File: src/rms_defs.svh
// constants for the radio modem synchronous data port
// assumes a single core clock at RMS_CLK_HZ; included by bare name
`ifndef RMS_DEFS_SVH
`define RMS_DEFS_SVH

// core clock rate in hertz
`define RMS_CLK_HZ        100000000

// wake-up bound after shutdown release, in milliseconds
`define RMS_WAKE_MS       75
// sync and register latency come off the count so the time from the
// pin to ready stays inside the bound
`define RMS_WAKE_LAT      8
`define RMS_WAKE_CYC      (`RMS_WAKE_MS * (`RMS_CLK_HZ / 1000) - `RMS_WAKE_LAT)

// supported over-the-air payload rates, bits per second
`define RMS_RATE_4800     4800
`define RMS_RATE_8000     8000
`define RMS_RATE_9600     9600
`define RMS_RATE_16000    16000
`define RMS_RATE_19200    19200

// bit periods in core clock cycles, derived from the rates
`define RMS_BIT_CYC_4800  (`RMS_CLK_HZ / `RMS_RATE_4800)
`define RMS_BIT_CYC_8000  (`RMS_CLK_HZ / `RMS_RATE_8000)
`define RMS_BIT_CYC_9600  (`RMS_CLK_HZ / `RMS_RATE_9600)
`define RMS_BIT_CYC_16000 (`RMS_CLK_HZ / `RMS_RATE_16000)
`define RMS_BIT_CYC_19200 (`RMS_CLK_HZ / `RMS_RATE_19200)

// rate select codes
`define RMS_SEL_4800      3'h0
`define RMS_SEL_8000      3'h1
`define RMS_SEL_9600      3'h2
`define RMS_SEL_16000     3'h3
`define RMS_SEL_19200     3'h4

// widths
`define RMS_PER_W         16
`define RMS_WAKE_W        24
`define RMS_LVL_W         8

`endif

File: src/rms_pkg.sv
// types shared by the radio modem data port
// assumes rms_defs.svh is on the include path
`include "rms_defs.svh"

package rms_pkg;

   // operating state, one-hot
   typedef enum logic [4:0] {
      RMS_ST_OFF   = 5'h01,
      RMS_ST_WAKE  = 5'h02,
      RMS_ST_SETUP = 5'h04,
      RMS_ST_RX    = 5'h08,
      RMS_ST_TX    = 5'h10
   } rms_state_t;

   // host-side control pins, all asynchronous to core_clk
   typedef struct packed {
      logic shutdown_b;
      logic setup_b;
      logic key_req;
      logic tx_data;
   } rms_pins_t;

   // static configuration from the setup processor
   typedef struct packed {
      logic [2:0]            rate_sel;
      logic                  clk_rx_timing;
      logic [`RMS_LVL_W-1:0] carrier_threshold_setting;
   } rms_cfg_t;

   // host-side outputs
   typedef struct packed {
      logic rx_data;
      logic rx_clk;
      logic tx_clk;
      logic lock;
      logic carrier_present_out;
   } rms_host_out_t;

endpackage : rms_pkg

File: src/rms_bit_timer.sv
// bit period timer: counts one bit period and marks start, centre
// assumes period is at least 2 and comes from core_clk logic
`timescale 1ns/10ps
`include "rms_defs.svh"

module rms_bit_timer (
   input  wire logic                   core_clk,
   input  wire logic                   rst_b,
   input  wire logic                   run,
   input  wire logic                   restart,
   input  wire logic [`RMS_PER_W-1:0]  period,
   output logic                        bit_start,
   output logic                        bit_mid,
   output logic                        first_half
);
   import rms_pkg::*;

   logic [`RMS_PER_W-1:0] cnt_r;
   logic [`RMS_PER_W-1:0] cnt_nxt;
   logic [`RMS_PER_W-1:0] half;

   // >= guards a rate change that shortens the period mid-bit
   always_comb begin
      half = period >> 1;
      if (!run || restart) begin
         cnt_nxt = '0;
      end else if (cnt_r >= period - `RMS_PER_W'(1)) begin
         cnt_nxt = '0;
      end else begin
         cnt_nxt = cnt_r + `RMS_PER_W'(1);
      end
      bit_start  = run && (cnt_r == '0);
      bit_mid    = run && (cnt_r == half);
      first_half = cnt_r < half;
   end

   // counter register
   always_ff @(posedge core_clk) begin
      if (!rst_b) begin
         cnt_r <= '0;
      end else begin
         cnt_r <= cnt_nxt;
      end
   end

endmodule // rms_bit_timer

File: src/rms_data_port.sv
// host data port of a half-duplex radio modem, acting as the DCE
// assumes demodulator, synthesizer monitor and rssi run on core_clk,
// host pins and the raw synthesizer lock are asynchronous
`timescale 1ns/10ps
`include "rms_defs.svh"

module rms_data_port #(
   parameter int unsigned WAKE_CYC      = `RMS_WAKE_CYC,
   parameter int unsigned BIT_CYC_4800  = `RMS_BIT_CYC_4800,
   parameter int unsigned BIT_CYC_8000  = `RMS_BIT_CYC_8000,
   parameter int unsigned BIT_CYC_9600  = `RMS_BIT_CYC_9600,
   parameter int unsigned BIT_CYC_16000 = `RMS_BIT_CYC_16000,
   parameter int unsigned BIT_CYC_19200 = `RMS_BIT_CYC_19200
) (
   input  wire logic                   core_clk,
   input  wire logic                   rst_b,
   input  wire rms_pkg::rms_pins_t     host_pins,
   input  wire rms_pkg::rms_cfg_t      cfg,
   input  wire logic                   synth_lock_raw,
   input  wire logic [`RMS_LVL_W-1:0]  rssi_level,
   input  wire logic                   demod_bit,
   input  wire logic                   proc_cfg_data,
   output rms_pkg::rms_host_out_t      host_out,
   output logic                        mod_bit,
   output logic                        mod_bit_strobe,
   output logic                        proc_cfg_rx,
   output logic                        radio_enable,
   output logic                        port_ready
);
   import rms_pkg::*;

   // two-stage synchronisers for the asynchronous inputs
   rms_pins_t             pins_s1_r;
   rms_pins_t             pins_s1_nxt;
   rms_pins_t             pins_s2_r;
   rms_pins_t             pins_s2_nxt;
   logic                  lock_s1_r;
   logic                  lock_s1_nxt;
   logic                  lock_s2_r;
   logic                  lock_s2_nxt;

   // operating state and wake-up timer
   rms_state_t            state_r;
   rms_state_t            state_nxt;
   logic [`RMS_WAKE_W-1:0] wake_cnt_r;
   logic [`RMS_WAKE_W-1:0] wake_cnt_nxt;
   logic                  wake_done;

   // bit timing
   logic [`RMS_PER_W-1:0] bit_period;
   logic                  timer_run;
   logic                  timer_restart;
   logic                  bit_start;
   logic                  bit_mid;
   logic                  first_half;

   // registered outputs
   rms_host_out_t         out_r;
   rms_host_out_t         out_nxt;
   logic                  mod_bit_r;
   logic                  mod_bit_nxt;
   logic                  mod_strobe_r;
   logic                  mod_strobe_nxt;
   logic                  proc_rx_r;
   logic                  proc_rx_nxt;
   logic                  radio_en_r;
   logic                  radio_en_nxt;
   logic                  ready_r;
   logic                  ready_nxt;

   // rate code to bit period; unknown codes fall back to the slowest
   function automatic logic [`RMS_PER_W-1:0] rate_period(
      input logic [2:0] sel
   );
      logic [`RMS_PER_W-1:0] p;
      p = `RMS_PER_W'(BIT_CYC_4800);
      unique case (sel)
         `RMS_SEL_4800:  p = `RMS_PER_W'(BIT_CYC_4800);
         `RMS_SEL_8000:  p = `RMS_PER_W'(BIT_CYC_8000);
         `RMS_SEL_9600:  p = `RMS_PER_W'(BIT_CYC_9600);
         `RMS_SEL_16000: p = `RMS_PER_W'(BIT_CYC_16000);
         `RMS_SEL_19200: p = `RMS_PER_W'(BIT_CYC_19200);
         default:        p = `RMS_PER_W'(BIT_CYC_4800);
      endcase
      return p;
   endfunction

   // stage one is read only by stage two
   always_comb begin
      pins_s1_nxt = host_pins;
      pins_s2_nxt = pins_s1_r;
      lock_s1_nxt = synth_lock_raw;
      lock_s2_nxt = lock_s1_r;
   end

   always_ff @(posedge core_clk) begin
      if (!rst_b) begin
         pins_s1_r <= '0;
         pins_s2_r <= '0;
         lock_s1_r <= 1'b0;
         lock_s2_r <= 1'b0;
      end else begin
         pins_s1_r <= pins_s1_nxt;
         pins_s2_r <= pins_s2_nxt;
         lock_s1_r <= lock_s1_nxt;
         lock_s2_r <= lock_s2_nxt;
      end
   end

   // mode selection; shutdown overrides every other state
   always_comb begin
      state_nxt = state_r;
      if (!pins_s2_r.shutdown_b) begin
         state_nxt = RMS_ST_OFF;
      end else begin
         unique case (state_r)
            RMS_ST_OFF: begin
               state_nxt = RMS_ST_WAKE;
            end
            RMS_ST_WAKE: begin
               if (wake_done) begin
                  // setup select outranks the key request
                  if (!pins_s2_r.setup_b) begin
                     state_nxt = RMS_ST_SETUP;
                  end else if (pins_s2_r.key_req) begin
                     state_nxt = RMS_ST_TX;
                  end else begin
                     state_nxt = RMS_ST_RX;
                  end
               end
            end
            RMS_ST_SETUP: begin
               if (pins_s2_r.setup_b) begin
                  state_nxt = pins_s2_r.key_req ? RMS_ST_TX : RMS_ST_RX;
               end
            end
            RMS_ST_RX: begin
               if (!pins_s2_r.setup_b) begin
                  state_nxt = RMS_ST_SETUP;
               end else if (pins_s2_r.key_req) begin
                  state_nxt = RMS_ST_TX;
               end
            end
            RMS_ST_TX: begin
               if (!pins_s2_r.setup_b) begin
                  state_nxt = RMS_ST_SETUP;
               end else if (!pins_s2_r.key_req) begin
                  state_nxt = RMS_ST_RX;
               end
            end
         endcase
      end
   end

   // wake-up count runs only in the wake state
   always_comb begin
      wake_done    = (wake_cnt_r >= `RMS_WAKE_W'(WAKE_CYC - 1));
      wake_cnt_nxt = '0;
      if (state_r == RMS_ST_WAKE && !wake_done) begin
         wake_cnt_nxt = wake_cnt_r + `RMS_WAKE_W'(1);
      end
   end

   always_ff @(posedge core_clk) begin
      if (!rst_b) begin
         state_r    <= RMS_ST_OFF;
         wake_cnt_r <= '0;
      end else begin
         state_r    <= state_nxt;
         wake_cnt_r <= wake_cnt_nxt;
      end
   end

   // the timer restarts on every mode change so bits begin clean
   always_comb begin
      bit_period    = rate_period(cfg.rate_sel);
      timer_run     = (state_r == RMS_ST_RX) || (state_r == RMS_ST_TX);
      timer_restart = (state_nxt != state_r);
   end

   rms_bit_timer u_bit_timer (
      .core_clk   (core_clk),
      .rst_b      (rst_b),
      .run        (timer_run),
      .restart    (timer_restart),
      .period     (bit_period),
      .bit_start  (bit_start),
      .bit_mid    (bit_mid),
      .first_half (first_half)
   );

   // host-side clocks, data and indicators
   always_comb begin
      out_nxt                     = out_r;
      out_nxt.lock                = 1'b0;
      out_nxt.carrier_present_out = 1'b1;
      unique case (state_r)
         RMS_ST_OFF, RMS_ST_WAKE: begin
            out_nxt.rx_data = 1'b0;
            out_nxt.rx_clk  = 1'b0;
            out_nxt.tx_clk  = 1'b0;
         end
         RMS_ST_SETUP: begin
            out_nxt.rx_data = proc_cfg_data;
            out_nxt.rx_clk  = 1'b1;
            out_nxt.tx_clk  = 1'b1;
         end
         RMS_ST_RX: begin
            // data moves just after bit start, so the rise lands mid-bit
            if (bit_start) begin
               out_nxt.rx_data = demod_bit;
            end
            out_nxt.rx_clk = !first_half;
            out_nxt.tx_clk = 1'b1;
         end
         RMS_ST_TX: begin
            // request edge at bit start, host has half a bit to react
            if (cfg.clk_rx_timing) begin
               out_nxt.rx_clk = first_half;
               out_nxt.tx_clk = 1'b1;
            end else begin
               out_nxt.rx_clk = 1'b1;
               out_nxt.tx_clk = first_half;
            end
         end
      endcase
      if (state_r != RMS_ST_OFF && state_r != RMS_ST_WAKE) begin
         // synchronised but unfiltered lock, so synthesizer glitches reach the pin
         out_nxt.lock = lock_s2_r;
         if (rssi_level > cfg.carrier_threshold_setting) begin
            out_nxt.carrier_present_out = 1'b0;
         end
      end
   end

   // payload to the modulator and setup traffic to the processor
   always_comb begin
      mod_bit_nxt    = mod_bit_r;
      mod_strobe_nxt = 1'b0;
      proc_rx_nxt    = 1'b1;
      radio_en_nxt   = (state_r != RMS_ST_OFF);
      ready_nxt      = (state_r == RMS_ST_SETUP) ||
                       (state_r == RMS_ST_RX) ||
                       (state_r == RMS_ST_TX);
      if (state_r == RMS_ST_TX && bit_mid) begin
         // sampled mid-bit, well after the host moved its data
         mod_bit_nxt    = pins_s2_r.tx_data;
         mod_strobe_nxt = 1'b1;
      end
      if (state_r == RMS_ST_SETUP) begin
         proc_rx_nxt = pins_s2_r.tx_data;
      end
   end

   always_ff @(posedge core_clk) begin
      if (!rst_b) begin
         out_r        <= '{rx_data: 1'b0, rx_clk: 1'b0, tx_clk: 1'b0,
                           lock: 1'b0, carrier_present_out: 1'b1};
         mod_bit_r    <= 1'b0;
         mod_strobe_r <= 1'b0;
         proc_rx_r    <= 1'b1;
         radio_en_r   <= 1'b0;
         ready_r      <= 1'b0;
      end else begin
         out_r        <= out_nxt;
         mod_bit_r    <= mod_bit_nxt;
         mod_strobe_r <= mod_strobe_nxt;
         proc_rx_r    <= proc_rx_nxt;
         radio_en_r   <= radio_en_nxt;
         ready_r      <= ready_nxt;
      end
   end

   // every output straight from its flip-flop
   assign host_out       = out_r;
   assign mod_bit        = mod_bit_r;
   assign mod_bit_strobe = mod_strobe_r;
   assign proc_cfg_rx    = proc_rx_r;
   assign radio_enable   = radio_en_r;
   assign port_ready     = ready_r;

endmodule // rms_data_port

File: config.mk
export PLATFORM = sky130hd
export DESIGN_NAME = rms_data_port
export DESIGN_NICKNAME = d
export VERILOG_FILES = /design/src/rms_pkg.sv /design/src/rms_bit_timer.sv /design/src/rms_data_port.sv
export VERILOG_INCLUDE_DIRS = /design/src /design/src/src
export SDC_FILE = /design/constraint.sdc
export NUM_CORES = 1
export LEC_CHECK = 0
export BUFFER_PORTS_ARGS = -buffer_cell sky130_fd_sc_hd__buf_2
export CORE_MARGIN = 2
export CORE_UTILIZATION = 25
export DETAILED_ROUTE_END_ITERATION = 12
export PLACE_DENSITY_LB_ADDON = 0.25
export SLEW_MARGIN = 20
export SYNTH_ARGS = -nofsm -noshare
export SYNTH_HDL_FRONTEND = slang
export SYNTH_HIERARCHICAL = 1
export SYNTH_SLANG_ARGS = --single-unit
File: constraint.sdc
create_clock -name core_clk -period 4.4 [get_ports core_clk]
set_clock_uncertainty 0.1 [all_clocks]
set_input_delay 0.22 -clock core_clk [delete_from_list [all_inputs] [get_ports core_clk]]
set_output_delay 0.22 -clock core_clk [all_outputs]
set_load 0.01 [all_outputs]
==> qor.csv, run 1 <==
metric,value,unit
htree_num_levels,3,
synth_edf_count,0,
die_w,132,um
synth_seq_cells,65,
grt_util_met1,13.9,%
critPathTopFamily,simple AND/OR/NAND/NOR gates,
crit_type,input pin to register,
cts_num_sinks,65,
cts_made_buffers,9,
insertion_delay,330,ps
setup_viol,0,
leakagePower,0.00194,uW
die_area,0.0173,mm^2
status,finished clean,
antenna_left,0,
fin_area,0.00484,mm^2
hold_viol_final,0,
port_buffers,38,
fin_setup_tns,0,ps
max_freq,0.297,GHz
critical_path.max_stage_delay,320,ps
die_h,132,um
crit_required,4560,ps
final_cells,759,
root_buffer,clkbuf_16,
final_net_count,610,
crit_arrival,3530,ps
synth_top_cell_area_share,32.0,%
syn_avg_cell_area,8.42,um^2
post_drt_wl_per_cell,11.9,um
period_share,76.7,%
path_max_fanout,16,
placed_area,0.00451,mm^2
path_clk_slew,60,ps
whs,153,ps
synth_top_cell_by_area,dfxtp_1,
busiest_layer,met2,
post_cts_buffers,0,
crit_slowest_cell,nor4_1,
dpl.hpwl,6970,um
drtPass1Iterations,5,
drt_wl_total,9000,um
max-cap-violations,0,
met2_usage,17.9,%
grt_pass1_wl,15800,um
core,0.0159,mm^2
syn_area,0.00407,mm^2
powerDensity,285,mW/mm^2
reg2reg_to,u_bit_timer/cnt_r[3],
synth_ff_type,dfxtp_1,
ioPinCount,39,
cts-resized-gates,0,
ys_async_sr_fraction,0,%
drtIter0Drc,212,
critPathBufInv,2,
finalMaxSlewViolations,0,
critPathLaunchType,input pin,
num_vias,3360,
finalPower,1380,uW
use_met3,3.13,%
r2r_cells,12,
gp_congestion,0.840,
syn2layout_area_growth,19.1,%
num_antenna_cells,0,
rsz0062_at_grt,false,
cts.path.max_buffers,2,
grt_max_degree,23,
ir_worst_vdd,0.188,mV
drive_gt1_share,14.0,%
worstHoldPathType,input pin to register,
critPathCapture,u_bit_timer/cnt_r[3],
antenna_found_initial,0,
cp_common_cell,nand2b_1,
grt_usage,11.0,%
critPathCaptureType,register,
dpl.cell_count,738,
postCtsHoldBufs,5,
synth_warnings,6,
grt_pass1_vias,3301,
grt-ovfl-total,0,
cts_tree,done,
ys_seq_area_share,32.0,%
rr_startpoint,state_r[2],
ys_types,54,
cp.depth,16,
synth.area.top_cells,"dfxtp_1, ha_1, xnor2_1",
rows,46,
finalCriticalPeriod,3370,ps
viasPerCell,4.43,
slew-limit-headroom,59.4,%
tightest_slew,600,ps
drc,0,
netlist_instances,483,
start_util,25.6,%
critical_path.cell_chain,"buf_2, nor2b_1, nand2b_1, nand2b_1, nand2b_1, nor4_1, nand3_1, nor3_2, xnor2_1, ha_1, a21oi_1, o211ai_1, a21oi_1, o41ai_4, buf_4, nor2_1",
reg2reg_slack,1260,ps
crit_path_start,cfg[10],
==> state kept, by name, indices dropped and copies added (netlist names) <==
signal             cells
proc_cfg_rx            1
lock_s1_r              1
pins_s1_r              4
u_bit_timer/cnt_r     16
lock_s2_r              1
host_out               5
state_r                5
pins_s2_r              4
radio_enable           1
mod_bit                1
mod_bit_strobe         1
port_ready             1
wake_cnt_r            24
==> through the flow <==
step | setup WS [ps] | util (%)
after floorplan | 1250 | -
after global placement | 907 | 28.4
after detailed placement | 727 | 28.4
after CTS | 1070 | 30.5
after global routing | 630 | 30.5
final | 1030 | 30.5
==> report_power, final <==
group          switching (uW)  internal [uW]
logic                    68.0           56.3
clock network             274            384
registers                3.09            595
total                     345           1040
==> Yosys cell counts, types with 2 or more instances <==
master,n
buf_6,3
nand3b_1,2
nor3b_1,3
nand4_2,2
a211oi_1,7
nor3_1,8
nor2b_1,10
and3_1,13
nor3_2,2
o22ai_1,3
inv_1,34
nor4_1,10
and2_1,12
xnor2_1,34
and4_1,2
buf_2,3
dfxtp_1,65
a21o_1,3
or2_2,2
a21oi_1,15
nor2_2,2
clkbuf_1,2
nor4b_1,5
xor2_1,19
nand3_1,21
ha_1,43
o21ai_0,12
o211ai_1,3
nand4_1,7
a31oi_1,2
nand2b_1,6
nor2_1,72
nand2_1,35
==> logic make-up (layout without fill, tap and decap cells) <==
kind of cell,count (synthesis),count (layout),share of synthesized area (%)
simple gates,223,223,29.4
flops,65,65,32.0
compound gates,56,56,9.36
xor+xnor,53,53,11.4
fa+ha+maj,43,43,13.2
buf+inv,42,96,4.52
other cells,1,7,0.0922
==> cell type report <==
class,instances,area (um^2)
clock buffer,9,225
timing repair buffer,46,263
tap,216,270
multi-input combinational,382,2600
sequential,65,1300
fill,1731,11000
clock inverter,7,53.8
inverter,34,128
==> cells in the final DEF, fill, tap and decap left out, types with 3 or more instances in the layout <==
| cell type | netlist | layout |
|---|---|---|
| xnor2_1 | 34 | 34 |
| o211ai_1 | 3 | 3 |
| nor4_1 | 10 | 10 |
| nand2b_1 | 6 | 6 |
| ha_1 | 43 | 43 |
| inv_1 | 34 | 34 |
| o22ai_1 | 3 | 3 |
| and3_1 | 13 | 13 |
| clkinvlp_4 | 0 | 3 |
| dfxtp_1 | 65 | 65 |
| nor2_1 | 72 | 72 |
| xor2_1 | 19 | 19 |
| buf_2 | 3 | 38 |
| buf_4 | 0 | 3 |
| nand4_1 | 7 | 7 |
| a21oi_1 | 15 | 15 |
| conb_1 | 1 | 7 |
| dlygate4sd3_1 | 0 | 5 |
| nand3_1 | 21 | 21 |
| nor3b_1 | 3 | 3 |
| nand2_1 | 35 | 35 |
| nor3_1 | 8 | 8 |
| nor4b_1 | 5 | 5 |
| and2_1 | 12 | 12 |
| a211oi_1 | 7 | 7 |
| nor2b_1 | 10 | 10 |
| o21ai_0 | 12 | 12 |
| clkbuf_16 | 0 | 9 |
| a21o_1 | 3 | 3 |
==> worst min-delay path by stage <==
stage / endpoint / slack (ps) / startpoint / cells past startpoint
final: proc_cfg_rx / 150 / rst_b / 2
after detailed placement: pins_s2_r[2] / 320 / pins_s1_r[2] / 1
after floorplan: state_r[0] / 230 / rst_b / 1
after global placement: pins_s2_r[3] / 320 / pins_s1_r[3] / 1
after global routing: host_out[0] / 170 / rst_b / 2
after CTS: proc_cfg_rx / 150 / rst_b / 2
==> metal layers <==
| layer | wire length, um | part of all wire [%] |
|---|---|---|
| met5 | 0 | 0 |
| met3 | 395 | 4.4 |
| met1 | 4350 | 48 |
| met4 | 93 | 1.0 |
| met2 | 4150 | 46 |
No activity file was read; power rests on OpenSTA's default activity.
==> inputs of run 2 (changes only) <==
==> constraint.sdc (replaced) <==
create_clock -name core_clk -period 3 [get_ports core_clk]
set_clock_uncertainty 0.1 [all_clocks]
set_input_delay 0.15 -clock core_clk [delete_from_list [all_inputs] [get_ports core_clk]]
set_output_delay 0.15 -clock core_clk [all_outputs]
set_load 0.01 [all_outputs]
==> run 2 against run 1 <==
Combinational power rose by 73%. Cell count rose by 4.0%. Highest routed layer unchanged. Total power rose by 55%. Largest cell class unchanged. Sequential share of layout area fell by 1.5 points. Clock power rose by 59%. Register-to-register slack got worse by 1100 ps. Worst hold slack got worse by 99 ps. Critical path depth fell by 4.
==> qor.csv, run 2 (synthesis results as in run 1) <==
metric,value,unit,change
power.switching,490,uW,+42%
finalCriticalPeriod,2800,ps,
final_common_cell,nor2_1,,
p_sw_share,22.9,%,-2.1 points
worstHoldPathType,input pin to register,,
crit_arrival,2970,ps,-560 ps
grt_pass1_vias,3396,,+2.9%
dpl.hpwl,7300,um,+4.7%
most-common-layout-cells,"nor2_1, dfxtp_1, ha_1",,
grt_max_degree,23,,unchanged
period_share,93.4,%,
leakagePower,0.00213,uW,+9.5%
post_drt_wl_per_cell,11.5,um,-2.7%
whs,53.9,ps,-99.0 ps
crit_type,register to register,,
max-cap-violations,0,,unchanged
combPwrFrac,10.0,%,+1.0 points
viasPerCell,4.35,,-1.8%
tightest_slew,495,ps,-105 ps
antenna_left,0,,unchanged
cts_made_buffers,9,,unchanged
final_net_count,640,,+4.9%
setup_ws,198,ps,-829 ps
die_h,132,um,unchanged
ir_worst_vdd,0.252,mV,+34%
multi_input_area,0.00265,mm^2,+1.9%
largest_reg_flops,24,,unchanged
cts.path.max_buffers,2,,unchanged
drt_wl_total,9100,um,+1.2%
cts_tree,done,,
status,finished clean,,
rows,46,,unchanged
n_fill_cell,1694,,-2.1%
setup_viol,0,,unchanged
drc,0,,unchanged
critPathLaunchType,register,,
crit_required,3170,ps,-1390 ps
drive_gt1_share,21.5,%,+7.5 points
die_w,132,um,unchanged
drtPass1Iterations,4,,-1
root_buffer,clkbuf_16,,
path_max_fanout,16,,unchanged
gp_congestion,0.761,,-9.4%
critPathCaptureType,register,,
core,0.0159,mm^2,unchanged
htree_num_levels,3,,unchanged
cts_num_sinks,65,,unchanged
start_util,25.6,%,unchanged
top_register,wake_cnt_r,,
finalMaxSlewViolations,0,,unchanged
max_freq,0.357,GHz,
num_antenna_cells,0,,unchanged
antenna_found_initial,0,,unchanged
grt_pass1_wl,16000,um,+1.2%
hold_viol_final,0,,unchanged
top_regs,"wake_cnt_r: 24 flops, u_bit_timer/cnt_r: 16 flops",,
port_buffers,38,,unchanged
powerDensity,414,mW/mm^2,+45%
die_area,0.0173,mm^2,unchanged
num_vias,3431,,+2.1%
insertion_delay,330,ps,about the same
internal-power,1650,uW,+59%
syn2layout_area_growth,27.1,%,
p_clk_share,49.0,%,+1.3 points
fin_setup_tns,0,ps,unchanged
ioPinCount,39,,unchanged
grt-ovfl-total,0,,unchanged
grt_usage,11.3,%,+0.24 points
place_ws,-468,ps,-1190 ps
layout.area.seq,0.00131,mm^2,+0.67%
drtIter0Drc,178,,-16%
finalPower,2140,uW,+55%
slew-limit-headroom,66.7,%,+7.2 points
pwr-share-seq,41.0,%,-2.3 points
path_clk_slew,50,ps,about the same
## run 2: cell count changes in the layout (fill, tap and decap cells not counted), sizes merged
cell and change:
inv -1, clkinvlp -3, buf +30, clkbuf +1, clkinv +2, bufinv +1
## run 2: metal layers
layer	share of wire (%)	up-vias	GRT usage [%]	wire, um
met1	47	1556	13.8	4270
met2	47	46	19.1	4260
met4	1.3	0	3.08	118
met5	0	-	0	0
met3	5.0	8	3.51	452
li1	-	1821	-	-
## run 2: critical path: stages (launching register included)
cell and delay [ps]:
dfxtp_1 400, nor3_2 230, nand2_1 140, or2_2 310
o211ai_1 210, and4_1 250, o221ai_1 120, and4bb_2 330
o211ai_1 100, a21oi_2 170, o41ai_4 110, buf_12 160
nor2_1 90
## run 2: metrics by stage
| stage | cell area [um^2] | instances | utilization [%] |
|---|---|---|---|
| finish | 5160 | 789 | 32.5 |
| global route | 5160 | 789 | 32.5 |
| CTS | 5100 | 787 | 32.1 |
| detailed placement | 4730 | 765 | 29.8 |
| global placement | 4730 | 765 | 29.8 |
| floorplan | 4100 | 489 | - |
## run 2: path summary, 6_finish.rpt
path                       from  cells past startpoint                    to  slack, ps
setup / recovery     state_r[3]                     12  u_bit_timer/cnt_r[4]        200
setup reg to reg     state_r[3]                     12  u_bit_timer/cnt_r[4]        200
hold / removal            rst_b                      2           host_out[0]         50
hold reg to reg   wake_cnt_r[0]                      1         wake_cnt_r[0]        320
## run 2: timing repair
item                       4_1_cts  5_1_grt
pin swaps                        1        6
hold endpoints to repair         5        0
gates resized for setup          0       15
setup buffers                    1        2
hold buffers                     5        0
setup endpoints to repair       16       16
## run 2: power groups by stage
stage                     sequential (uW)  combinational (uW)  clock [uW]
after floorplan                       895                 125           0
after global placement                895                 202           0
after detailed placement              895                 209           0
after CTS                             877                 216        1080
after global routing                  877                 246        1120
final                                 877                 214        1050
## run 2: cell type report
cell class / count / share of cell area [%]
flip-flops and latches: 65 / 25.4
well taps: 216 / 5.23
clock inverters: 6 / 1.28
clock buffers: 10 / 4.63
repair buffers: 76 / 9.69
multi-input cells: 382 / 51.3
inverters: 34 / 2.47
